[src/scsel_regs.svh]
// Register offsets, field positions, reset values and counts of the clock select block.
`ifndef SCSEL_REGS_SVH
`define SCSEL_REGS_SVH

// ----------------------------------------------------------------------------
// Register byte offsets on the APB window.
// ----------------------------------------------------------------------------
`define SCSEL_OFF_SRCSEL 8'h80
`define SCSEL_OFF_IOSC 8'h88
`define SCSEL_OFF_XOSC 8'h8c
`define SCSEL_OFF_ISTAT 8'h90
`define SCSEL_OFF_IMASK 8'h94

// ----------------------------------------------------------------------------
// Field positions.
// ----------------------------------------------------------------------------
`define SCSEL_SRC_BIT 0
`define SCSEL_IOSC_EN_BIT 7
`define SCSEL_IOSC_RDY_BIT 6
`define SCSEL_IOSC_SEL_BIT 5
`define SCSEL_XOSC_VALID_BIT 7
`define SCSEL_EV_VALID 0
`define SCSEL_EV_SWITCHED 1
`define SCSEL_EV_REFUSED 2

// ----------------------------------------------------------------------------
// Reset values and counts.
// ----------------------------------------------------------------------------
`define SCSEL_XOSC_RESET 8'h00
`define SCSEL_IOSC_EN_RESET 1'b1
`define SCSEL_INTERNAL_CLOCK_DIVIDER_FIELD_RESET 2'h3
`define SCSEL_SETTLE_EDGES 1024
`define SCSEL_EV_NUM 3

`endif

[src/scsel_pkg.sv]
// Types shared by the clock select block.
package scsel_pkg;

  typedef logic [2:0] scsel_xmode_t;
  typedef logic [2:0] scsel_xfreq_t;

  typedef enum logic [1:0] {
    ST_RUN = 2'b00,
    ST_DRAIN = 2'b01,
    ST_WAIT_NEW = 2'b10
  } scsel_state_t;

endpackage : scsel_pkg

[src/scsel_ctrl.sv]
// System clock source select and external oscillator control with APB registers.
//
// Notes on behaviour
// RULE1 - System clock external only when source bit set.
// RULE2 - External oscillator still clocks peripherals when unselected.
// RULE3 - Only an enabled, settled source may be selected.
// RULE4 - One internal control write enables and selects it.
// RULE5 - Hardware sets crystal valid once oscillator settled.
// RULE6 - Software waits 1 ms before checking valid.
// RULE7 - Valid flag only in crystal modes, else zero.
// RULE8 - Mode 00x turns external oscillator off.
// RULE9 - Mode 01x takes CMOS clock from pin one.
// RULE10 - Mode 10x is RC/C with divide by two.
// RULE11 - Mode 110 is crystal without division.
// RULE12 - Mode 111 is crystal divided by two.
// RULE13 - Control bit 3 reads zero, ignores writes.
// RULE14 - Software matches frequency field to crystal range.
// RULE15 - RC code chosen by frequency band.
// RULE16 - RC code 100 for 200 to 400 kHz.
// RULE17 - Internal divider codes give /8, /4, /2, /1.
// RULE18 - Source switch never produces a shortened clock phase.
//
// Added by the designer: register access over APB.
`timescale 1ns/1ps
`include "scsel_regs.svh"

module scsel_ctrl #(
  parameter int SETTLE_EDGES = `SCSEL_SETTLE_EDGES
) (
  input wire logic pclk,
  input wire logic presetn,
  input wire logic psel,
  input wire logic penable,
  input wire logic pwrite,
  input wire logic [7:0] paddr,
  input wire logic [31:0] pwdata,
  output logic [31:0] prdata,
  output logic pready,
  output logic pslverr,
  input wire logic osc_pin_one,
  output logic sysclk_en,
  output logic ext_periph_en,
  output logic sysclk_is_ext,
  output logic ext_osc_on,
  output scsel_pkg::scsel_xmode_t ext_osc_mode,
  output scsel_pkg::scsel_xfreq_t ext_freq_range,
  output logic int_osc_on,
  output logic irq
);
  import scsel_pkg::*;

  if (SETTLE_EDGES < 1 || SETTLE_EDGES > 65535) begin : g_bad_settle
    $error("SETTLE_EDGES must lie in 1..65535");
  end

  localparam logic [15:0] SETTLE_LAST = 16'(SETTLE_EDGES - 1);

  // --------------------------------------------------------------------------
  // Mode decoding.
  // --------------------------------------------------------------------------
  function automatic logic mode_off(input scsel_xmode_t m);
    return m[2:1] == 2'b00;
  endfunction : mode_off

  function automatic logic mode_crystal(input scsel_xmode_t m);
    return m[2:1] == 2'b11;
  endfunction : mode_crystal

  function automatic logic mode_halved(input scsel_xmode_t m);
    return (m[2:1] == 2'b10) || (m == 3'h7);
  endfunction : mode_halved

  // --------------------------------------------------------------------------
  // State.
  // --------------------------------------------------------------------------
  logic pin_s1_r, pin_s2_r, pin_d_r;
  logic srcsel_r, sys_ext_r, target_r;
  logic iosc_en_r;
  logic [1:0] internal_clock_divider_field_r;
  scsel_xmode_t xmode_r;
  scsel_xfreq_t xfreq_r;
  logic valid_r;
  logic [15:0] settle_cnt_r;
  logic [`SCSEL_EV_NUM-1:0] ist_r, imask_r, ev;
  logic [31:0] prdata_r;
  scsel_state_t state_r;

  logic pin_edge, int_tick, ext_tick, ext_ready, cur_tick, old_alive, drained;
  logic wr, rd_setup, wr_src, wr_iosc, wr_xosc, req, req_ext, req_ok, mapped;
  logic [3:0] int_ratio, ext_ratio;

  // --------------------------------------------------------------------------
  // Pin synchroniser; only the second stage feeds the edge detector.
  // --------------------------------------------------------------------------
  always_ff @(posedge pclk or negedge presetn) begin
    if (!presetn) begin
      pin_s1_r <= 1'b0;
      pin_s2_r <= 1'b0;
      pin_d_r <= 1'b0;
    end else begin
      pin_s1_r <= osc_pin_one;
      pin_s2_r <= pin_s1_r;
      pin_d_r <= pin_s2_r;
    end
  end

  assign pin_edge = pin_s2_r & ~pin_d_r; // [RULE9]

  // --------------------------------------------------------------------------
  // Oscillator dividers.
  // --------------------------------------------------------------------------
  // The internal oscillator is modelled by pclk itself; the code picks 8, 4, 2 or 1.
  assign int_ratio = 4'h8 >> internal_clock_divider_field_r; // [RULE17]
  // RC/C and crystal-with-halving modes pass every second pin edge.
  assign ext_ratio = mode_halved(xmode_r) ? 4'h2 : 4'h1; // [RULE10] [RULE12]

  scsel_tick_div #(
    .W(4)
  ) u_int_div (
    .pclk(pclk),
    .presetn(presetn),
    .en(iosc_en_r),
    .src_tick(1'b1),
    .ratio(int_ratio),
    .tick(int_tick)
  );

  scsel_tick_div #(
    .W(4)
  ) u_ext_div (
    .pclk(pclk),
    .presetn(presetn),
    .en(ext_osc_on),
    .src_tick(pin_edge),
    .ratio(ext_ratio),
    .tick(ext_tick)
  );

  // A crystal counts as ready only once settled; CMOS and RC/C need no start-up.
  assign ext_ready = !mode_off(xmode_r) && (!mode_crystal(xmode_r) || valid_r); // [RULE3]

  // --------------------------------------------------------------------------
  // Crystal settle detection.
  // --------------------------------------------------------------------------
  // Settling is judged by a run of pin edges; a write that leaves crystal mode clears the
  // flag on the same edge, so the flag never outlives the mode or shows up in a readback.
  always_ff @(posedge pclk or negedge presetn) begin
    if (!presetn) begin
      settle_cnt_r <= 16'h0000;
      valid_r <= 1'b0;
    end else if (!mode_crystal(xmode_r) || (wr_xosc && pwdata[6:5] != 2'b11)) begin
      settle_cnt_r <= 16'h0000; // [RULE7]
      valid_r <= 1'b0; // [RULE7]
    end else if (pin_edge && !valid_r) begin
      settle_cnt_r <= settle_cnt_r + 16'h0001;
      valid_r <= (settle_cnt_r == SETTLE_LAST); // [RULE5]
    end
  end

  // --------------------------------------------------------------------------
  // APB decode.
  // --------------------------------------------------------------------------
  assign wr = psel & penable & pwrite;
  assign rd_setup = psel & ~penable & ~pwrite;
  assign wr_src = wr && (paddr == `SCSEL_OFF_SRCSEL);
  assign wr_iosc = wr && (paddr == `SCSEL_OFF_IOSC);
  assign wr_xosc = wr && (paddr == `SCSEL_OFF_XOSC);

  always_comb begin
    if (paddr == `SCSEL_OFF_SRCSEL) begin
      mapped = 1'b1;
    end else if (paddr == `SCSEL_OFF_IOSC) begin
      mapped = 1'b1;
    end else if (paddr == `SCSEL_OFF_XOSC) begin
      mapped = 1'b1;
    end else if (paddr == `SCSEL_OFF_ISTAT) begin
      mapped = 1'b1;
    end else if (paddr == `SCSEL_OFF_IMASK) begin
      mapped = 1'b1;
    end else begin
      mapped = 1'b0;
    end
  end

  assign pready = 1'b1;
  assign pslverr = psel & penable & ~mapped;

  // --------------------------------------------------------------------------
  // Source requests: from the select register, or from one internal control write.
  // --------------------------------------------------------------------------
  assign req = wr_src || (wr_iosc && pwdata[`SCSEL_IOSC_EN_BIT] && pwdata[`SCSEL_IOSC_SEL_BIT]);
  assign req_ext = wr_src ? pwdata[`SCSEL_SRC_BIT] : 1'b0;
  // The internal oscillator starts at once, so the enabling write counts as ready.
  assign req_ok = (state_r == ST_RUN) && (req_ext ? ext_ready
                  : (iosc_en_r || wr_iosc)); // [RULE3] [RULE4]

  // --------------------------------------------------------------------------
  // Registers written by software.
  // --------------------------------------------------------------------------
  always_ff @(posedge pclk or negedge presetn) begin
    if (!presetn) begin
      srcsel_r <= 1'b0;
    end else if (req && req_ok) begin
      srcsel_r <= req_ext; // [RULE1] [RULE4]
    end
  end

  // The internal oscillator cannot be stopped while it drives the system clock.
  always_ff @(posedge pclk or negedge presetn) begin
    if (!presetn) begin
      iosc_en_r <= `SCSEL_IOSC_EN_RESET;
      internal_clock_divider_field_r <= `SCSEL_INTERNAL_CLOCK_DIVIDER_FIELD_RESET;
    end else if (wr_iosc) begin
      iosc_en_r <= pwdata[`SCSEL_IOSC_EN_BIT] | ~sys_ext_r; // [RULE4]
      internal_clock_divider_field_r <= pwdata[1:0]; // [RULE17]
    end
  end

  // Bit 3 has no storage, so writes to it vanish.
  always_ff @(posedge pclk or negedge presetn) begin
    if (!presetn) begin
      xmode_r <= scsel_xmode_t'(`SCSEL_XOSC_RESET >> 4);
      xfreq_r <= 3'h0;
    end else if (wr_xosc) begin
      xmode_r <= pwdata[6:4];
      xfreq_r <= pwdata[2:0]; // [RULE13]
    end
  end

  // --------------------------------------------------------------------------
  // Switch sequencer: finish the old source's period before taking the new one.
  // --------------------------------------------------------------------------
  assign cur_tick = sys_ext_r ? ext_tick : int_tick;
  assign old_alive = sys_ext_r ? ext_ready : iosc_en_r;
  assign drained = cur_tick | ~old_alive;

  always_ff @(posedge pclk or negedge presetn) begin
    if (!presetn) begin
      state_r <= ST_RUN;
      sys_ext_r <= 1'b0;
      target_r <= 1'b0;
    end else begin
      case (state_r)
        ST_RUN: begin
          if (req && req_ok && (req_ext != sys_ext_r)) begin
            target_r <= req_ext;
            state_r <= ST_DRAIN;
          end
        end
        ST_DRAIN: begin
          if (drained) begin
            sys_ext_r <= target_r; // [RULE18]
            state_r <= ST_WAIT_NEW;
          end
        end
        ST_WAIT_NEW: begin
          if (cur_tick) begin
            state_r <= ST_RUN;
          end
        end
        default: begin
          state_r <= ST_RUN;
        end
      endcase
    end
  end

  // Every system clock tick is a whole tick of exactly one source.
  assign sysclk_en = cur_tick; // [RULE1] [RULE18]
  assign ext_periph_en = ext_tick; // [RULE2]
  assign sysclk_is_ext = sys_ext_r;
  assign ext_osc_on = !mode_off(xmode_r); // [RULE8] [RULE11]
  assign ext_osc_mode = xmode_r;
  assign ext_freq_range = xfreq_r;
  assign int_osc_on = iosc_en_r;

  // --------------------------------------------------------------------------
  // Interrupts: sticky events, write one to clear, a new event beats the clear.
  // --------------------------------------------------------------------------
  always_comb begin
    ev = '0;
    ev[`SCSEL_EV_VALID] = mode_crystal(xmode_r) && pin_edge && !valid_r
                          && (settle_cnt_r == SETTLE_LAST);
    ev[`SCSEL_EV_SWITCHED] = (state_r == ST_WAIT_NEW) && cur_tick;
    ev[`SCSEL_EV_REFUSED] = req && !req_ok;
  end

  always_ff @(posedge pclk or negedge presetn) begin
    if (!presetn) begin
      ist_r <= '0;
    end else begin
      ist_r <= (ist_r & ~((wr && paddr == `SCSEL_OFF_ISTAT) ?
                pwdata[`SCSEL_EV_NUM-1:0] : '0)) | ev;
    end
  end

  always_ff @(posedge pclk or negedge presetn) begin
    if (!presetn) begin
      imask_r <= '0;
    end else if (wr && paddr == `SCSEL_OFF_IMASK) begin
      imask_r <= pwdata[`SCSEL_EV_NUM-1:0];
    end
  end

  assign irq = |(ist_r & imask_r);

  // --------------------------------------------------------------------------
  // Read data, captured in the setup cycle so it comes from a flip-flop.
  // --------------------------------------------------------------------------
  always_ff @(posedge pclk or negedge presetn) begin
    if (!presetn) begin
      prdata_r <= 32'h0;
    end else if (rd_setup) begin
      if (paddr == `SCSEL_OFF_SRCSEL) begin
        prdata_r <= {31'h0, srcsel_r};
      end else if (paddr == `SCSEL_OFF_IOSC) begin
        prdata_r <= {24'h0, iosc_en_r, iosc_en_r, 4'h0, internal_clock_divider_field_r};
      end else if (paddr == `SCSEL_OFF_XOSC) begin
        prdata_r <= {24'h0, valid_r, xmode_r, 1'b0, xfreq_r}; // [RULE7] [RULE13]
      end else if (paddr == `SCSEL_OFF_ISTAT) begin
        prdata_r <= {29'h0, ist_r};
      end else if (paddr == `SCSEL_OFF_IMASK) begin
        prdata_r <= {29'h0, imask_r};
      end else begin
        prdata_r <= 32'h0;
      end
    end
  end

  assign prdata = prdata_r;
endmodule : scsel_ctrl

[src/scsel_tick_div.sv]
// Enable-pulse divider: passes every ratio-th source tick.
`timescale 1ns/1ps

module scsel_tick_div #(
  parameter int W = 4
) (
  input wire logic pclk,
  input wire logic presetn,
  input wire logic en,
  input wire logic src_tick,
  input wire logic [W-1:0] ratio,
  output logic tick
);

  logic [W-1:0] cnt_r;
  logic last;

  if (W < 2) begin : g_bad_width
    $error("scsel_tick_div needs W of at least 2");
  end

  // A ratio lowered mid-count fires at once, so no period ever grows past the old ratio.
  assign last = (cnt_r >= (ratio - {{(W-1){1'b0}}, 1'b1}));
  assign tick = en & src_tick & last;

  // Count source ticks and restart after each output tick.
  always_ff @(posedge pclk or negedge presetn) begin
    if (!presetn) begin
      cnt_r <= '0;
    end else if (!en) begin
      cnt_r <= '0;
    end else if (src_tick) begin
      cnt_r <= last ? '0 : cnt_r + {{(W-1){1'b0}}, 1'b1};
    end
  end

endmodule : scsel_tick_div

[config.mk]
export PLATFORM = sky130hd
export DESIGN_NAME = scsel_ctrl
export DESIGN_NICKNAME = d
export VERILOG_FILES = /design/src/scsel_pkg.sv /design/src/scsel_ctrl.sv /design/src/scsel_tick_div.sv
export VERILOG_INCLUDE_DIRS = /design/src
export SDC_FILE = /design/constraint.sdc
export NUM_CORES = 1
export LEC_CHECK = 0
export BUFFER_PORTS_ARGS = -buffer_cell sky130_fd_sc_hd__buf_4
export CAP_MARGIN = 30
export CORE_MARGIN = 4
export CORE_UTILIZATION = 43
export DETAILED_ROUTE_END_ITERATION = 16
export GPL_TIMING_DRIVEN = 0
export PLACE_DENSITY = 0.66
export SLEW_MARGIN = 20
export SYNTH_ARGS = -nofsm -noshare
export SYNTH_HDL_FRONTEND = slang
export SYNTH_SLANG_ARGS = --single-unit
[constraint.sdc]
create_clock -name pclk -period 3 [get_ports pclk]
set_input_delay 0.3 -clock pclk [delete_from_list [all_inputs] [get_ports pclk]]
set_output_delay 0.3 -clock pclk [all_outputs]
set_load 0.01 [all_outputs]
==> qor.yml <==
status: "finished, final reports clean"
grt_first_pass_wirelength_um: 10500
antenna_found_initial: 0
drt_pass1_iterations: 4
route.detailed.wl_per_inst_um: 13.3
yosysWarnings: 0
seqPwrFrac: 0.511
cts_buffers: 5
cp-end-kind: "output port"
synthCells: 303
min_period_ns: 2.65
coreArea_um2: 6870
tns_ns: 0
slew_viol_final: 0
fin_nets: 428
cts_resized: 0
p_int_mw: 1.18
vias_per_cell: 4.83
critPathKind: "flip-flop to output port"
fin_cells: 471
p_comb_frac: 0.170
grt_max_degree: 56
clock.fmax_ghz: 0.377
clk_latency_ns: 0.31
cts_hold_buf: 0
powerDensity_nw_per_um2: 436
final.setup_skew_ns: 0.0130
gp_congestion: 0.792
dp_hpwl_um: 4720
hold_violations: 0
cts.sinks: 55
synth.yosys.seq_area_share: 0.451
grt_util_all_layers: 0.151
drv_cap: 0
swShare: 0.265
tightest_slew_ns: 0.742
post-route-period-util: 0.883
clk_path_buf_depth: 2
cts.clk_slew.worst_paths_ns: 0.10
tritoncts: "done"
place_inst: 463
syn_to_final_growth_pct: 20.4
vdd_drop_max_mv: 0.302
io_buffers: 39
root_buffer: "clkbuf_8"
drt-initial-drc-count: 92
die_h_um: 92.3
grt_pass1_vias: 2208
ios: 92
floorplan.initialDensity: 0.445
async_flop_share: 1.00
die-area_um2: 8530
rows: 30
max_slew_margin: 0.499
startpoint_type: "flip-flop"
syn_avg_cell_area_um2: 10.1
cp.arrival_ns: 2.35
rsz0062_at_grt: "false"
final_cell_mix: "buf_4 (65), dfrtp_1 (52), nor2_1 (30)"
ys_ff_latch: 55
p_clk_frac: 0.320
n_fill_cell: 640
drive_above_1_share: 0.285
synth_ff_type: "dfrtp_1"
vias: 2276
cts_max_level: 2
diodes: 0
synth_area_um2: 3060
drtAntennaViolNets: 0
setup-violations-final: 0
final_common_cell: "buf_4"
drc: 0
routed_wirelength_um: 6280
cp_max_fo: 7
power.total_mw: 1.60
die_w_um: 92.3
leakage_nw: 1.75
critPathRequiredTime_ns: 2.70
switchingPower_mw: 0.424
worst_slack_ns: 0.351
pre_cts_ws_ns: 0.551
synth-edff-count: 0
yosysUniqueCellTypes: 57
grt_overflow_total: 0
min_path_type: "primary input to async pin"
cts_setup_buffers: 0
[final timing paths]
path / startpoint / to / slack, ns / cells past startpoint
setup / recovery: ext_osc_mode[2] / sysclk_en / 0.35 / 7
min in group pclk: osc_pin_one / pin_s1_r / 0.10 / 1
hold reg to reg: pin_s1_r / pin_s2_r / 0.36 / 0
hold / removal: presetn / u_ext_div.cnt_r[3] / 0.02 / 1
setup reg to reg: internal_clock_divider_field_r[1] / state_r[1] / 0.60 / 7
max in group asynchronous: presetn / ext_osc_mode[2] / 2.51 / 1
[registers in the layout (all words and copies together), names as in the netlist]
register / flops
prdata: 7
pin_s1_r: 1
u_int_div.cnt_r: 4
valid_r: 1
imask_r: 3
settle_cnt_r: 16
sysclk_is_ext: 1
ext_freq_range: 3
srcsel_r: 1
pin_d_r: 1
ist_r: 3
ext_osc_mode: 3
pin_s2_r: 1
target_r: 1
internal_clock_divider_field_r: 2
int_osc_on: 1
state_r: 2
u_ext_div.cnt_r: 4
[per-layer routing]
layer / GRT usage / wire (um)
met1: 0.189 / 2730
met2: 0.263 / 3200
met3: 0.0309 / 315
met4: 0.0421 / 39
met5: 0 / 0
[cells by family after synthesis]
family	after synthesis	synth area share
adder cells (fa/ha/maj)	8	0.0327
other	2	0.00245
XOR/XNOR	18	0.0515
AND/OR/NAND/NOR	112	0.204
flip-flops	55	0.451
AO/OA/AOI/OAI	45	0.100
multiplexers	18	0.0642
buffers and inverters	45	0.0937
[synth_stat cells (all sizes together), types with 3 or more instances]
cell type / instances / area, um^2
dfrtp: 52 / 1300
nor2: 31 / 124
buf: 29 / 226
nand2: 26 / 97.6
mux2: 13 / 146
o21ai: 13 / 65.1
inv: 11 / 41.3
xnor2: 11 / 96.3
a21oi: 10 / 50.1
nor3: 9 / 61.3
ha: 8 / 100
nand4: 7 / 50.1
xor2: 7 / 61.3
nor3b: 6 / 50.1
and3: 5 / 31.3
clkbuf: 5 / 18.8
mux2i: 5 / 50.1
or2: 5 / 31.3
a22o: 4 / 35.0
nand2b: 4 / 25.0
nand3: 4 / 20.0
dfstp: 3 / 78.8
[layout make-up]
type	instances	area, um^2	area share
sequential	55	1380	0.375
clock buffer	6	82.6	0.0224
timing repair buffer	39	293	0.0795
buffer	34	245	0.0666
clock inverter	2	35.0	0.00951
tap	96	120	0.0326
inverter	11	41.3	0.0112
multi-input combinational	228	1490	0.404
[power by group through the flow]
| stage | Sequential [mW] | Clock [mW] | Combinational, mW |
|---|---|---|---|
| 2_1_floorplan | 0.823 | 0 | 0.187 |
| 3_3_place_gp | 0.832 | 0 | 0.266 |
| 3_5_place_dp | 0.833 | 0 | 0.274 |
| 4_1_cts | 0.818 | 0.532 | 0.276 |
| 5_1_grt | 0.822 | 0.559 | 0.310 |
| 6_report | 0.819 | 0.513 | 0.272 |
[critical path, stage by stage (launching register included)]
cell and delay (ns):
dfrtp_1 0.49, a21boi_0 0.29, ha_1 0.28, nor4_1 0.35, a211oi_1 0.20, nand2_1 0.11, o41ai_1 0.14, buf_4 0.20
[metrics by stage]
stage	utilization	hold WS (ns)	instance area, um^2
4_1_cts	0.536	0.0533	3680
3_3_place_gp	0.519	0.333	3570
3_5_place_dp	0.519	0.335	3570
6_report	0.536	0.0248	3680
5_1_grt	0.536	0.0769	3680
2_1_floorplan	-	0.00441	3150
Power figures use the tool's default switching activity.
